[config.mk]
export PLATFORM = sky130hd
export DESIGN_NAME = soft_serial_transceiver
export DESIGN_NICKNAME = d
export VERILOG_FILES = /design/src/include/soft_serial_transceiver_pkg.sv /design/src/verilog/soft_serial_transceiver.sv
export VERILOG_INCLUDE_DIRS = /design/src /design/src/include
export SDC_FILE = /design/constraint.sdc
export NUM_CORES = 1
export LEC_CHECK = 0
export BUFFER_PORTS_ARGS = -buffer_cell sky130_fd_sc_hd__buf_2
export CELL_PAD_IN_SITES_DETAIL_PLACEMENT = 1
export CELL_PAD_IN_SITES_GLOBAL_PLACEMENT = 2
export CORE_ASPECT_RATIO = 1.2
export CORE_MARGIN = 2
export CORE_UTILIZATION = 30
export CTS_CLUSTER_DIAMETER = 60
export DETAILED_ROUTE_END_ITERATION = 8
export GPL_ROUTABILITY_DRIVEN = 1
export HOLD_SLACK_MARGIN = 0.15
export PLACE_DENSITY = 0.73
export SYNTH_ARGS = -nofsm -noshare
export SYNTH_HDL_FRONTEND = slang
export SYNTH_SLANG_ARGS = --single-unit
[constraint.sdc]
create_clock -name clk_sys -period 2.18 [get_ports clk_sys]
set_input_delay 0.436 -clock clk_sys [delete_from_list [all_inputs] [get_ports clk_sys]]
set_output_delay 0.436 -clock clk_sys [all_outputs]
set_load 0.05 [all_outputs]
[src/include/soft_serial_transceiver_map.svh]
// Purpose: Constants for the serial transceiver
// Assumes: 25 MHz system clock
// Notes:   Half-bit time is the base unit of all bit timing
`ifndef SOFT_SERIAL_TRANSCEIVER_MAP_SVH
`define SOFT_SERIAL_TRANSCEIVER_MAP_SVH

`define SST_CLK_HZ          25000000
`define SST_BAUD_DEFAULT    2400
`define SST_BAUD_FAST       9600
`define SST_HALF_BIT_CYCLES (`SST_CLK_HZ / (2 * `SST_BAUD_DEFAULT))
`define SST_DATA_BITS       8
`define SST_LINE_IDLE       1'b1
`define SST_CNT_W           16

`endif

[src/include/soft_serial_transceiver_pkg.sv]
// Purpose: Types for the serial transceiver
// Assumes: Nothing
// Notes:   States only; numbers live in the map header
package soft_serial_transceiver_pkg;
  typedef enum logic [1:0] {RX_IDLE, RX_START, RX_DATA, RX_STOP} rx_state_t;
  typedef enum logic [1:0] {TX_IDLE, TX_START, TX_DATA, TX_STOP} tx_state_t;
endpackage

[src/verilog/soft_serial_transceiver.sv]
// Purpose: Serial transceiver, one transmit pin and one receive pin
// Assumes: 25 MHz clk_sys, 8N1 framing, no software registers
// Notes:   Each bit spans two half-bit delay units
`include "soft_serial_transceiver_map.svh"
`timescale 1ns/1ps
`default_nettype none

// One half-bit count times both directions; 9600 baud takes a quarter of the default count
module soft_serial_transceiver #(
  parameter logic [`SST_CNT_W-1:0] HALF_BIT_CYCLES = `SST_CNT_W'(`SST_HALF_BIT_CYCLES)
) (
  input  wire logic       clk_sys,
  input  wire logic       sys_rst,
  input  wire logic       clkEn,
  input  wire logic       receivePin,
  output logic            transmitPin,
  input  wire logic       txValid,
  output logic            txReady,
  input  wire logic [7:0] txData,
  output logic            rxValid,
  output logic [7:0]      rxData
);

  // Two-stage synchroniser; only the second stage feeds logic
  // Both stages reset to the idle level so no false start bit follows reset
  logic rxMeta_q, rxSync_q;
  always_ff @(posedge clk_sys) begin
    if (sys_rst) begin
      rxMeta_q <= `SST_LINE_IDLE;
      rxSync_q <= `SST_LINE_IDLE;
    end else if (clkEn) begin
      rxMeta_q <= receivePin;
      rxSync_q <= rxMeta_q;
    end
  end

  // Shared by both directions so the two bit lengths cannot drift apart
  function automatic logic halfDone(input logic [`SST_CNT_W-1:0] cnt);
    halfDone = (cnt == HALF_BIT_CYCLES - `SST_CNT_W'(1));
  endfunction

  // Receiver: the counter runs in every busy state and is held at zero while idle,
  // so each frame is timed from the cycle in which the low level is seen
  soft_serial_transceiver_pkg::rx_state_t rxState_q, rxState_d;
  logic [`SST_CNT_W-1:0] rxCnt_q, rxCnt_d;
  logic                  rxHalf_q, rxHalf_d;
  logic [2:0]            rxBit_q, rxBit_d;
  logic [7:0]            rxShift_q, rxShift_d;
  logic [7:0]            rxData_d;
  logic                  rxValid_q, rxValid_d;

  always_comb begin
    rxState_d = rxState_q;
    rxCnt_d   = rxCnt_q + `SST_CNT_W'(1);
    rxHalf_d  = rxHalf_q;
    rxBit_d   = rxBit_q;
    rxShift_d = rxShift_q;
    rxData_d  = rxData;
    rxValid_d = 1'b0;
    if (halfDone(rxCnt_q)) begin
      rxCnt_d  = '0;
      rxHalf_d = ~rxHalf_q;
    end
    unique case (rxState_q)
      soft_serial_transceiver_pkg::RX_IDLE: begin
        rxCnt_d  = '0;
        rxHalf_d = 1'b0;
        // Level, not edge: a line still low after the stop mid-point restarts at once
        if (!rxSync_q) begin
          rxState_d = soft_serial_transceiver_pkg::RX_START;
        end
      end
      soft_serial_transceiver_pkg::RX_START: begin
        // One half bit puts the next sample points at mid-bit
        if (halfDone(rxCnt_q)) begin
          rxState_d = soft_serial_transceiver_pkg::RX_DATA;
          rxHalf_d  = 1'b0;
          rxBit_d   = '0;
        end
      end
      soft_serial_transceiver_pkg::RX_DATA: begin
        if (halfDone(rxCnt_q) && rxHalf_q) begin
          // Shifted in from the top so the first bit on the line lands in bit 0
          rxShift_d = {rxSync_q, rxShift_q[7:1]};
          rxBit_d   = rxBit_q + 3'(1);
          if (rxBit_q == 3'(`SST_DATA_BITS - 1)) begin
            rxState_d = soft_serial_transceiver_pkg::RX_STOP;
            rxData_d  = {rxSync_q, rxShift_q[7:1]};
            rxValid_d = 1'b1;
          end
        end
      end
      soft_serial_transceiver_pkg::RX_STOP: begin
        // Stop level ignored; wait to mid stop bit then rearm
        if (halfDone(rxCnt_q) && rxHalf_q) begin
          rxState_d = soft_serial_transceiver_pkg::RX_IDLE;
        end
      end
    endcase
  end

  always_ff @(posedge clk_sys) begin
    if (sys_rst) begin
      rxState_q <= soft_serial_transceiver_pkg::RX_IDLE;
      rxCnt_q   <= '0;
      rxHalf_q  <= 1'b0;
      rxBit_q   <= '0;
      rxShift_q <= '0;
      rxData    <= '0;
      rxValid_q <= 1'b0;
    end else if (clkEn) begin
      rxState_q <= rxState_d;
      rxCnt_q   <= rxCnt_d;
      rxHalf_q  <= rxHalf_d;
      rxBit_q   <= rxBit_d;
      rxShift_q <= rxShift_d;
      rxData    <= rxData_d;
      rxValid_q <= rxValid_d;
    end
  end
  assign rxValid = rxValid_q;

  // Transmitter: a request is only taken while idle; txValid held during a frame
  // is ignored, so a busy caller never queues a second byte
  soft_serial_transceiver_pkg::tx_state_t txState_q, txState_d;
  logic [`SST_CNT_W-1:0] txCnt_q, txCnt_d;
  logic                  txHalf_q, txHalf_d;
  logic [2:0]            txBit_q, txBit_d;
  logic [7:0]            txShift_q, txShift_d;
  logic                  txLine_q, txLine_d;
  logic                  bitEnd;

  assign txReady = (txState_q == soft_serial_transceiver_pkg::TX_IDLE);
  assign bitEnd  = halfDone(txCnt_q) && txHalf_q;

  always_comb begin
    txState_d = txState_q;
    txCnt_d   = txCnt_q + `SST_CNT_W'(1);
    txHalf_d  = txHalf_q;
    txBit_d   = txBit_q;
    txShift_d = txShift_q;
    txLine_d  = txLine_q;
    if (halfDone(txCnt_q)) begin
      txCnt_d  = '0;
      txHalf_d = ~txHalf_q;
    end
    unique case (txState_q)
      soft_serial_transceiver_pkg::TX_IDLE: begin
        txCnt_d  = '0;
        txHalf_d = 1'b0;
        txLine_d = `SST_LINE_IDLE;
        if (txValid) begin
          txState_d = soft_serial_transceiver_pkg::TX_START;
          txShift_d = txData;
          txBit_d   = '0;
          txLine_d  = 1'b0;
        end
      end
      soft_serial_transceiver_pkg::TX_START: begin
        // Start bit done; the least significant bit goes out first
        if (bitEnd) begin
          txState_d = soft_serial_transceiver_pkg::TX_DATA;
          txLine_d  = txShift_q[0];
          txShift_d = txShift_q >> 1;
        end
      end
      soft_serial_transceiver_pkg::TX_DATA: begin
        if (bitEnd) begin
          txBit_d = txBit_q + 3'(1);
          // The stop bit follows the eighth data bit and lasts one whole bit
          if (txBit_q == 3'(`SST_DATA_BITS - 1)) begin
            txState_d = soft_serial_transceiver_pkg::TX_STOP;
            txLine_d  = 1'b1;
          end else begin
            txLine_d  = txShift_q[0];
            txShift_d = txShift_q >> 1;
          end
        end
      end
      soft_serial_transceiver_pkg::TX_STOP: begin
        if (bitEnd) begin
          txState_d = soft_serial_transceiver_pkg::TX_IDLE;
          txLine_d  = `SST_LINE_IDLE;
        end
      end
    endcase
  end

  always_ff @(posedge clk_sys) begin
    if (sys_rst) begin
      // Line register resets high so the pin idles before the first frame
      txState_q <= soft_serial_transceiver_pkg::TX_IDLE;
      txCnt_q   <= '0;
      txHalf_q  <= 1'b0;
      txBit_q   <= '0;
      txShift_q <= '0;
      txLine_q  <= `SST_LINE_IDLE;
    end else if (clkEn) begin
      txState_q <= txState_d;
      txCnt_q   <= txCnt_d;
      txHalf_q  <= txHalf_d;
      txBit_q   <= txBit_d;
      txShift_q <= txShift_d;
      txLine_q  <= txLine_d;
    end
  end
  assign transmitPin = txLine_q;

endmodule // soft_serial_transceiver

`default_nettype wire

==> out/metrics.cfg, run 1 <==
[grt]
grt_usage_pct=13.5
antenna_found_initial=0
overflow=0
grt_pass1_vias=2810
grt_first_pass_wirelength_um=13000
grt_start_max_net_pins=27

[placed_design]
dp_slack_ns=0.0634
post_dp_cell_area_um2=3670
dp_hpwl_um=5360
io_buffers=23
gp_congestion=0.768

[floorplanning]
die_y_um=120
io_pins=24
initial_utilization_pct=30.7
core-area_um2=11000
num_rows=42
dieArea_um2=12100
fp.dieW_um=101

[timing]
fin_skew_ns=0.00700
fmax_ghz=0.488
tns_ns=0
maxSlewViolCount=0
holdWs_ns=0.317
timing.final.ws_setup_ns=0.129
worst_pin_slew_ns=0.538
rsz0062_at_grt=no
setup_viol=0
final_hold_viol_count=0
finalCritPeriodShare_pct=94.1
fin_crit_ns=2.05
relSlewSlack_pct=63.6

[yosys]
syn-mean-instance-area_um2=8.92
ys.flop_type=dfxtp_1
synth_edf_count=0
ys_seq_area_share_pct=42.2
synthArstFlopShare_pct=0
synth_area_um2=3370
ys_ff_latch=71
synth_cell_types=51
synth_cells=378
synth_nets=407
yosysWarnings=0

[worst_setup_path]
critical_path_class=reg -> reg
crit_family=simple AND/OR/NAND/NOR gates
endpoint_kind=flop
cp_cell_sequence=or4b_4 -> nor4_2 -> o21bai_1 -> o21ai_1 -> o221a_2
critPathArrivalTime_ns=2.33
worst_setup_path_start_kind=flop
crit_slowest_cell=or4b_4
cp_max_fo=4
critPathRequiredTime_ns=2.46
path_buf_inv=0
slowest_delay_ns=0.57

[detailed_routing]
detail_route.wl_per_cell_um=14.0
viasPerCell=4.98
drt_first_iter_violations=41
route.vias.total=2732
ant_nets=0
wl_met2_um=3820
drc=0
wl_met3_um=198
highest_layer=met4
wl_um=7680
wl_met1_um=3500
firstDrtPassIters=4

[clocking]
numCtsBuffers=9
cts_sinks=71
cts_tree=done
clk_pin_slew_ns=0.06
root_buffer=clkbuf_16
ctsLongestPathBuffers=2
postCtsHoldBufs=0
clk_latency_ns=0.34
htree_levels=3

[cells_and_area]
regArea_um2=1420
final_nets=442
multi_input_area_um2=1870
drive_above_1_share_pct=17.5
area_delta_synth_final_pct=20.6
design_area_um2=4070
diodes=0
nFillCells=1290

[run_status]
status=completed

[pwr]
power_density_nw_per_um2=829
p_total_mw=3.37
ir_drop_uv=352
p_leak_nw=1.51

[worst_hold_path]
min-delay-path-class=in -> reg

[job]
maxCapViolations=0

[synth_stat cells (2+ instances only)]
library cell,n,area [um^2]
xnor2_1,14,123
nand3_1,11,55.1
and4_1,3,26.3
nor4b_1,3,26.3
a22o_1,4,35.0
o21ai_0,6,30.0
and3_1,6,37.5
and2_1,2,12.5
clkbuf_1,7,26.3
o21bai_1,2,15.0
xor2_1,16,140
a21oi_1,30,150
buf_1,4,15.0
nor3b_1,3,22.5
a211oi_1,2,15.0
nor2_1,45,169
dfxtp_1,71,1420
nand2_1,57,214
nor3_1,7,35.0
inv_1,9,33.8
a311oi_1,6,52.6
nand4_1,9,56.3
nor2b_1,2,12.5
ha_1,16,200
mux2i_1,13,130
nand2b_1,5,31.3
[what timing repair did]
item                                    CTS  global route
setup buffers                             0             2
endpoints found under the setup margin    0            16
gates resized for setup                   0            11
hold endpoints to repair                  0             0
[worst min-delay path, stage by stage]
cell	delay [ns]
buf_2	0.08
mux2i_1	0.05
nand2_1	0.06
[logic make-up after synthesis]
group                      count (synthesis)  share of synthesized area [%]
xor gates and xnor gates                  30                           7.79
buffers and inverters                     24                           3.49
AOI/OAI and AO/OA                         62                           12.4
and+or+nand+nor                          160                           23.7
adders and majority gates                 16                           5.94
muxes                                     15                           4.53
DFF                                       71                           42.2
[flip-flops by register name (all words and copies together), names as in the netlist, 2 cells and up]
register,cells
rxData,8
rxShift_q,7
rxCnt_q,16
txBit_q,3
rxState_q,2
txCnt_q,16
txState_q,2
txShift_q,8
rxBit_q,3
[stage by stage]
step / utilization, % / instances
after floorplan: - / 378
after global placement: 33.4 / 532
after detailed placement: 33.4 / 532
after CTS: 36.6 / 547
after global routing: 37.0 / 549
final: 37.0 / 549
[path summary, 6_finish.rpt]
path	depth (start not counted)	slack, ns	end	from
min	3	0.32	rxMeta_q	receivePin
max	5	0.13	txState_q[0]	txCnt_q[13]
min reg2reg	2	0.46	rxData[3]	rxData[3]
max reg2reg	5	0.13	txState_q[0]	txCnt_q[13]
[metal layers]
metal,vias up,track usage [%]
met5,-,0
met4,0,6.16
met3,12,3.09
met2,28,23.0
li1,1383,-
met1,1309,16.0
[area by class of cell]
type / count / share of cell area [%]
clock buffer: 10 / 5.88
clock inverter: 5 / 2.62
inverter: 10 / 0.923
multi-input combinational: 283 / 45.9
sequential: 71 / 35.0
tap: 132 / 4.06
timing repair buffer: 38 / 5.60
[power by group]
part           switching, mW  internal, mW
Sequential            0.0236          1.33
Combinational          0.188         0.127
Clock                  0.556          1.14
[layout by cell type (no fill, tap or decap), drive strengths merged, types with 9 or more instances in the layout]
cell | netlist | routed
a21oi | 31 | 31
buf | 6 | 38
clkbuf | 8 | 10
dfxtp | 71 | 71
ha | 16 | 16
inv | 9 | 9
mux2i | 13 | 13
nand2 | 57 | 57
nand3 | 11 | 11
nand4 | 9 | 9
nor2 | 45 | 45
xnor2 | 14 | 14
xor2 | 16 | 16
(Power assumes the default switching activity.)
==> inputs of run 2 (changes only) <==
--- a/config.mk
+++ b/config.mk
@@ -6,7 +6,6 @@
 export SDC_FILE = /design/constraint.sdc
 export NUM_CORES = 1
 export LEC_CHECK = 0
-export BUFFER_PORTS_ARGS = -buffer_cell sky130_fd_sc_hd__buf_2
 export CELL_PAD_IN_SITES_DETAIL_PLACEMENT = 1
 export CELL_PAD_IN_SITES_GLOBAL_PLACEMENT = 2
 export CORE_ASPECT_RATIO = 1.2
@@ -14,9 +13,10 @@
 export CORE_UTILIZATION = 30
 export CTS_CLUSTER_DIAMETER = 60
 export DETAILED_ROUTE_END_ITERATION = 8
+export DONT_BUFFER_PORTS = 1
 export GPL_ROUTABILITY_DRIVEN = 1
 export HOLD_SLACK_MARGIN = 0.15
-export PLACE_DENSITY = 0.73
+export PLACE_DENSITY = 0.7
 export SYNTH_ARGS = -nofsm -noshare
 export SYNTH_HDL_FRONTEND = slang
 export SYNTH_SLANG_ARGS = --single-unit
==> out/metrics.cfg, run 2 (synthesis results as in run 1) <==
[worst_setup_path]
worstRegToRegCells=6
slowest_delay_ns=0.60
path_buf_inv=1
cp_cell_sequence=or4_4 -> nor4_4 -> a31o_4 -> buf_12 -> a21oi_1 -> a311oi_1
critPathArrivalTime_ns=2.30
critPathRequiredTime_ns=2.42
path_depth=6
worst_setup_path_start_kind=flop
crit_family=simple AND/OR/NAND/NOR gates
endpoint_kind=flop
critical_path_class=reg -> reg
cp_max_fo=10
crit_slowest_cell=or4_4

[grt]
grt_start_max_net_pins=36
grt_pass1_vias=2875
grt_first_pass_wirelength_um=13200
overflow=0
grt_usage_pct=13.6
antenna_found_initial=0

[timing]
relSlewSlack_pct=64.6
final_hold_viol_count=0
fin_skew_ns=0.00608
tns_ns=0
maxSlewViolCount=0
timing.final.ws_setup_ns=0.120
fmax_ghz=0.486
worst_pin_slew_ns=0.528
holdWs_ns=0.176
finalCritPeriodShare_pct=94.5
fin_crit_ns=2.06
setup_viol=0

[floorplanning]
die_y_um=120
dieArea_um2=12100
io_pins=24
num_rows=42
core-area_um2=11000
initial_utilization_pct=30.7
fp.dieW_um=101

[pwr]
p_total_mw=3.24
internal-power_mw=2.52
power_density_nw_per_um2=819
p_leak_nw=1.41
seqPwrFrac_pct=42.1
p_sw_share_pct=22.4
p_switching_mw=0.727
comb_power_share_pct=8.4
ir_drop_uv=324
p_clk_share_pct=49.4

[detailed_routing]
drt_first_iter_violations=32
ant_nets=0
firstDrtPassIters=4
detail_route.wl_per_cell_um=14.3
drc=0
route.vias.total=2661
viasPerCell=5.05
wl_um=7560

[job]
maxCapViolations=0

[cells_and_area]
multi_input_area_um2=1880
drive_above_1_share_pct=11.6
diodes=0
final_common_cell=dfxtp_1
fin_util_pct=36.0
final_nets=419
design_area_um2=3960
finalNonFillerCells=527
regArea_um2=1420
reg_top3=rxCnt_q: 16 flops, txCnt_q: 16 flops
nFillCells=1288
area_delta_synth_final_pct=17.4
mostFrequentLayoutCells=dfxtp_1, nand2_1, nor2_1

[clocking]
cts_tree=done
numCtsBuffers=9
cts_sinks=71
clk_latency_ns=0.33
root_buffer=clkbuf_16
clk_pin_slew_ns=0.06
ctsLongestPathBuffers=2
htree_levels=3

[placed_design]
dp_hpwl_um=5290
gp_congestion=0.741
dp_slack_ns=0.0634
dp.cells=508
io_buffers=0
post_dp_cell_area_um2=3550

[worst_hold_path]
min_path_cells=1
min-delay-path-class=in -> reg

[run_status]
status=completed

## run 2: cell types whose count changed in the layout (fill, tap and decap cells not counted), moves of 2 or more
cell           before  now
dlygate4sd3_1       0    2
buf_4              15   12
buf_2              23    0
clkbuf_1            0    2
## run 2: final cells by class
cell class	instances	share of cell area [%]
clock buffer	13	6.57
clock inverter	3	1.64
inverter	10	0.948
multi-input combinational	283	47.4
sequential	71	35.9
tap	132	4.17
timing repair buffer	15	3.29
## run 2: metal layers
metal | routed length, um | global-route usage [%]
met5 | 0 | 0
met4 | 140 | 5.39
met3 | 236 | 3.79
met2 | 3810 | 23.9
met1 | 3370 | 15.3
## run 2: path summary, 6_finish.rpt
kind / start / end / slack, ns
worst min register to register: rxShift_q[1] / rxShift_q[1] / 0.45
worst max-delay path: txCnt_q[7] / txShift_q[5] / 0.12
worst min-delay path: sys_rst / txShift_q[4] / 0.18
worst max register to register: txCnt_q[7] / txShift_q[5] / 0.12
## run 2: power by group through the flow
stage	Sequential (mW)	Clock [mW]	Combinational (mW)
3_3_place_gp	1.39	0	0.251
3_5_place_dp	1.39	0	0.256
5_1_grt	1.37	1.71	0.301
2_1_floorplan	1.39	0	0.236
4_1_cts	1.37	1.65	0.259
6_report	1.37	1.60	0.274
## run 2: timing repair
action / CTS / global route
hold endpoints to repair: 0 / 1
buffers inserted: 0 / 1
hold buffers: 0 / 2
resized for setup: 0 / 11
setup endpoints to repair: 0 / 15
==> inputs of run 3 (changes only) <==
==> constraint.sdc (replaced) <==
create_clock -name clk_sys -period 1.7 [get_ports clk_sys]
set_input_delay 0.34 -clock clk_sys [delete_from_list [all_inputs] [get_ports clk_sys]]
set_output_delay 0.34 -clock clk_sys [all_outputs]
set_load 0.05 [all_outputs]
==> out/metrics.cfg, run 3 (synthesis results as in run 1) <==
[clocking]
cts_sinks=71
clk_latency_ns=0.33
cts_tree=done
htree_levels=3
ctsLongestPathBuffers=2
clk_pin_slew_ns=0.06
numCtsBuffers=9
root_buffer=clkbuf_16

[job]
maxCapViolations=0

[cells_and_area]
area_delta_synth_final_pct=41.8
drive_above_1_share_pct=40.3
design_area_um2=4780
final_common_cell=dfxtp_1
final_nets=462
mostFrequentLayoutCells=dfxtp_1, buf_4, nand2_1
diodes=0
nFillCells=1214
reg_top3=rxCnt_q: 16 flops, txCnt_q: 16 flops
finalNonFillerCells=569

[grt]
grt_pass1_vias=3046
antenna_found_initial=0
grt_usage_pct=15.0
grt_start_max_net_pins=29
grt_first_pass_wirelength_um=14500
overflow=0

[detailed_routing]
route.vias.total=2865
detail_route.wl_per_cell_um=15.5
drt_first_iter_violations=61
ant_nets=0
wl_um=8820
firstDrtPassIters=4
viasPerCell=5.04
drc=0

[timing]
fmax_ghz=0.515
fin_skew_ns=0.00879
rsz0062_at_grt=yes
setup_viol=52
maxSlewViolCount=0
fin_crit_ns=1.94
relSlewSlack_pct=61.7
final_hold_viol_count=0
worst_pin_slew_ns=0.573
holdWs_ns=0.175
finalCritPeriodShare_pct=114
timing.final.ws_setup_ns=-0.243

[floorplanning]
initial_utilization_pct=30.7
core-area_um2=11000
fp.dieW_um=101
dieArea_um2=12100
io_pins=24
num_rows=42
die_y_um=120

[pwr]
seqPwrFrac_pct=44.1
power_density_nw_per_um2=834
p_sw_share_pct=25.4
p_switching_mw=1.01
p_clk_share_pct=42.5
ir_drop_uv=513
internal-power_mw=2.98
p_leak_nw=1.78
comb_power_share_pct=13.4

[placed_design]
gp_congestion=0.716
dp_slack_ns=-0.311
io_buffers=0
dp.cells=540
post_dp_cell_area_um2=3890
dp_hpwl_um=5920

[worst_setup_path]
endpoint_kind=flop
critPathArrivalTime_ns=2.15
critPathRequiredTime_ns=1.90
worst_setup_path_start_kind=flop
cp_max_fo=7
critical_path_class=reg -> reg

[worst_hold_path]
min-delay-path-class=in -> reg

[run_status]
violations=setup timing
status=finished with violations

[run 3: cell count changes in the layout (fill, tap and decap cells not counted), sizes merged]
cell / previous run / this run
a31o: 2 / 3
buf: 13 / 52
bufinv: 2 / 0
clkinv: 2 / 4
clkinvlp: 0 / 1
nand2: 57 / 58
[run 3: what timing repair did]
action	in CTS	in global routing
cloned	1	3
pin swaps	24	38
endpoints found under the setup margin	68	68
buffers inserted	6	3
hold buffers	3	0
hold endpoints to repair	29	0
gates resized for setup	37	82
[run 3: layout make-up]
class                      count  area [um^2]  share of cell area, %
timing repair buffer          56          566                   11.8
clock buffer                  11          243                   5.08
inverter                      10         37.5                  0.785
multi-input combinational    285         2320                   48.5
tap                          132          165                   3.45
clock inverter                 4         22.5                  0.471
sequential                    71         1430                   29.9
[run 3: path summary, 6_finish.rpt]
| check | from | endpoint | slack [ns] | cells after the start |
|---|---|---|---|---|
| worst max-delay path | txCnt_q[7] | txShift_q[3] | -0.24 | 6 |
| worst min-delay path | clkEn | txCnt_q[0] | 0.17 | 2 |
| worst max register to register | txCnt_q[7] | txShift_q[3] | -0.24 | 6 |
| worst min register to register | rxShift_q[1] | rxShift_q[1] | 0.47 | 2 |
[run 3: per-layer routing]
layer / up-vias / routed length (um) / global-route usage, %
li1: 1428 / - / -
met1: 1398 / 3780 / 17.7
met2: 25 / 4700 / 26.6
met3: 14 / 190 / 2.74
met4: 0 / 155 / 5.65
met5: - / 0 / 0
[run 3: worst max-delay path, cell delays in order (launching register included)]
cell      delay (ns)
dfxtp_1         0.31
or4_4           0.56
nor4_4          0.35
buf_4           0.18
a31o_4          0.22
buf_6           0.12
a311oi_2        0.08
[run 3: power groups by stage]
| stage | logic [mW] | clock network (mW) | registers [mW] |
|---|---|---|---|
| 2_1_floorplan | 0.321 | 0 | 1.78 |
| 3_3_place_gp | 0.380 | 0 | 1.79 |
| 3_5_place_dp | 0.394 | 0 | 1.79 |
| 4_1_cts | 0.467 | 1.76 | 1.75 |
| 5_1_grt | 0.581 | 1.82 | 1.76 |
| 6_report | 0.534 | 1.70 | 1.76 |
[run 3: stage by stage]
stage / setup TNS, ns / utilization, % / power [mW]
global placement: -8.30 / 35.4 / 2.17
finish: -8.05 / 43.5 / 3.99
detailed placement: -8.62 / 35.4 / 2.18
global route: -13.48 / 43.5 / 4.16
CTS: -7.82 / 40.1 / 3.98
floorplan: -3.37 / - / 2.10
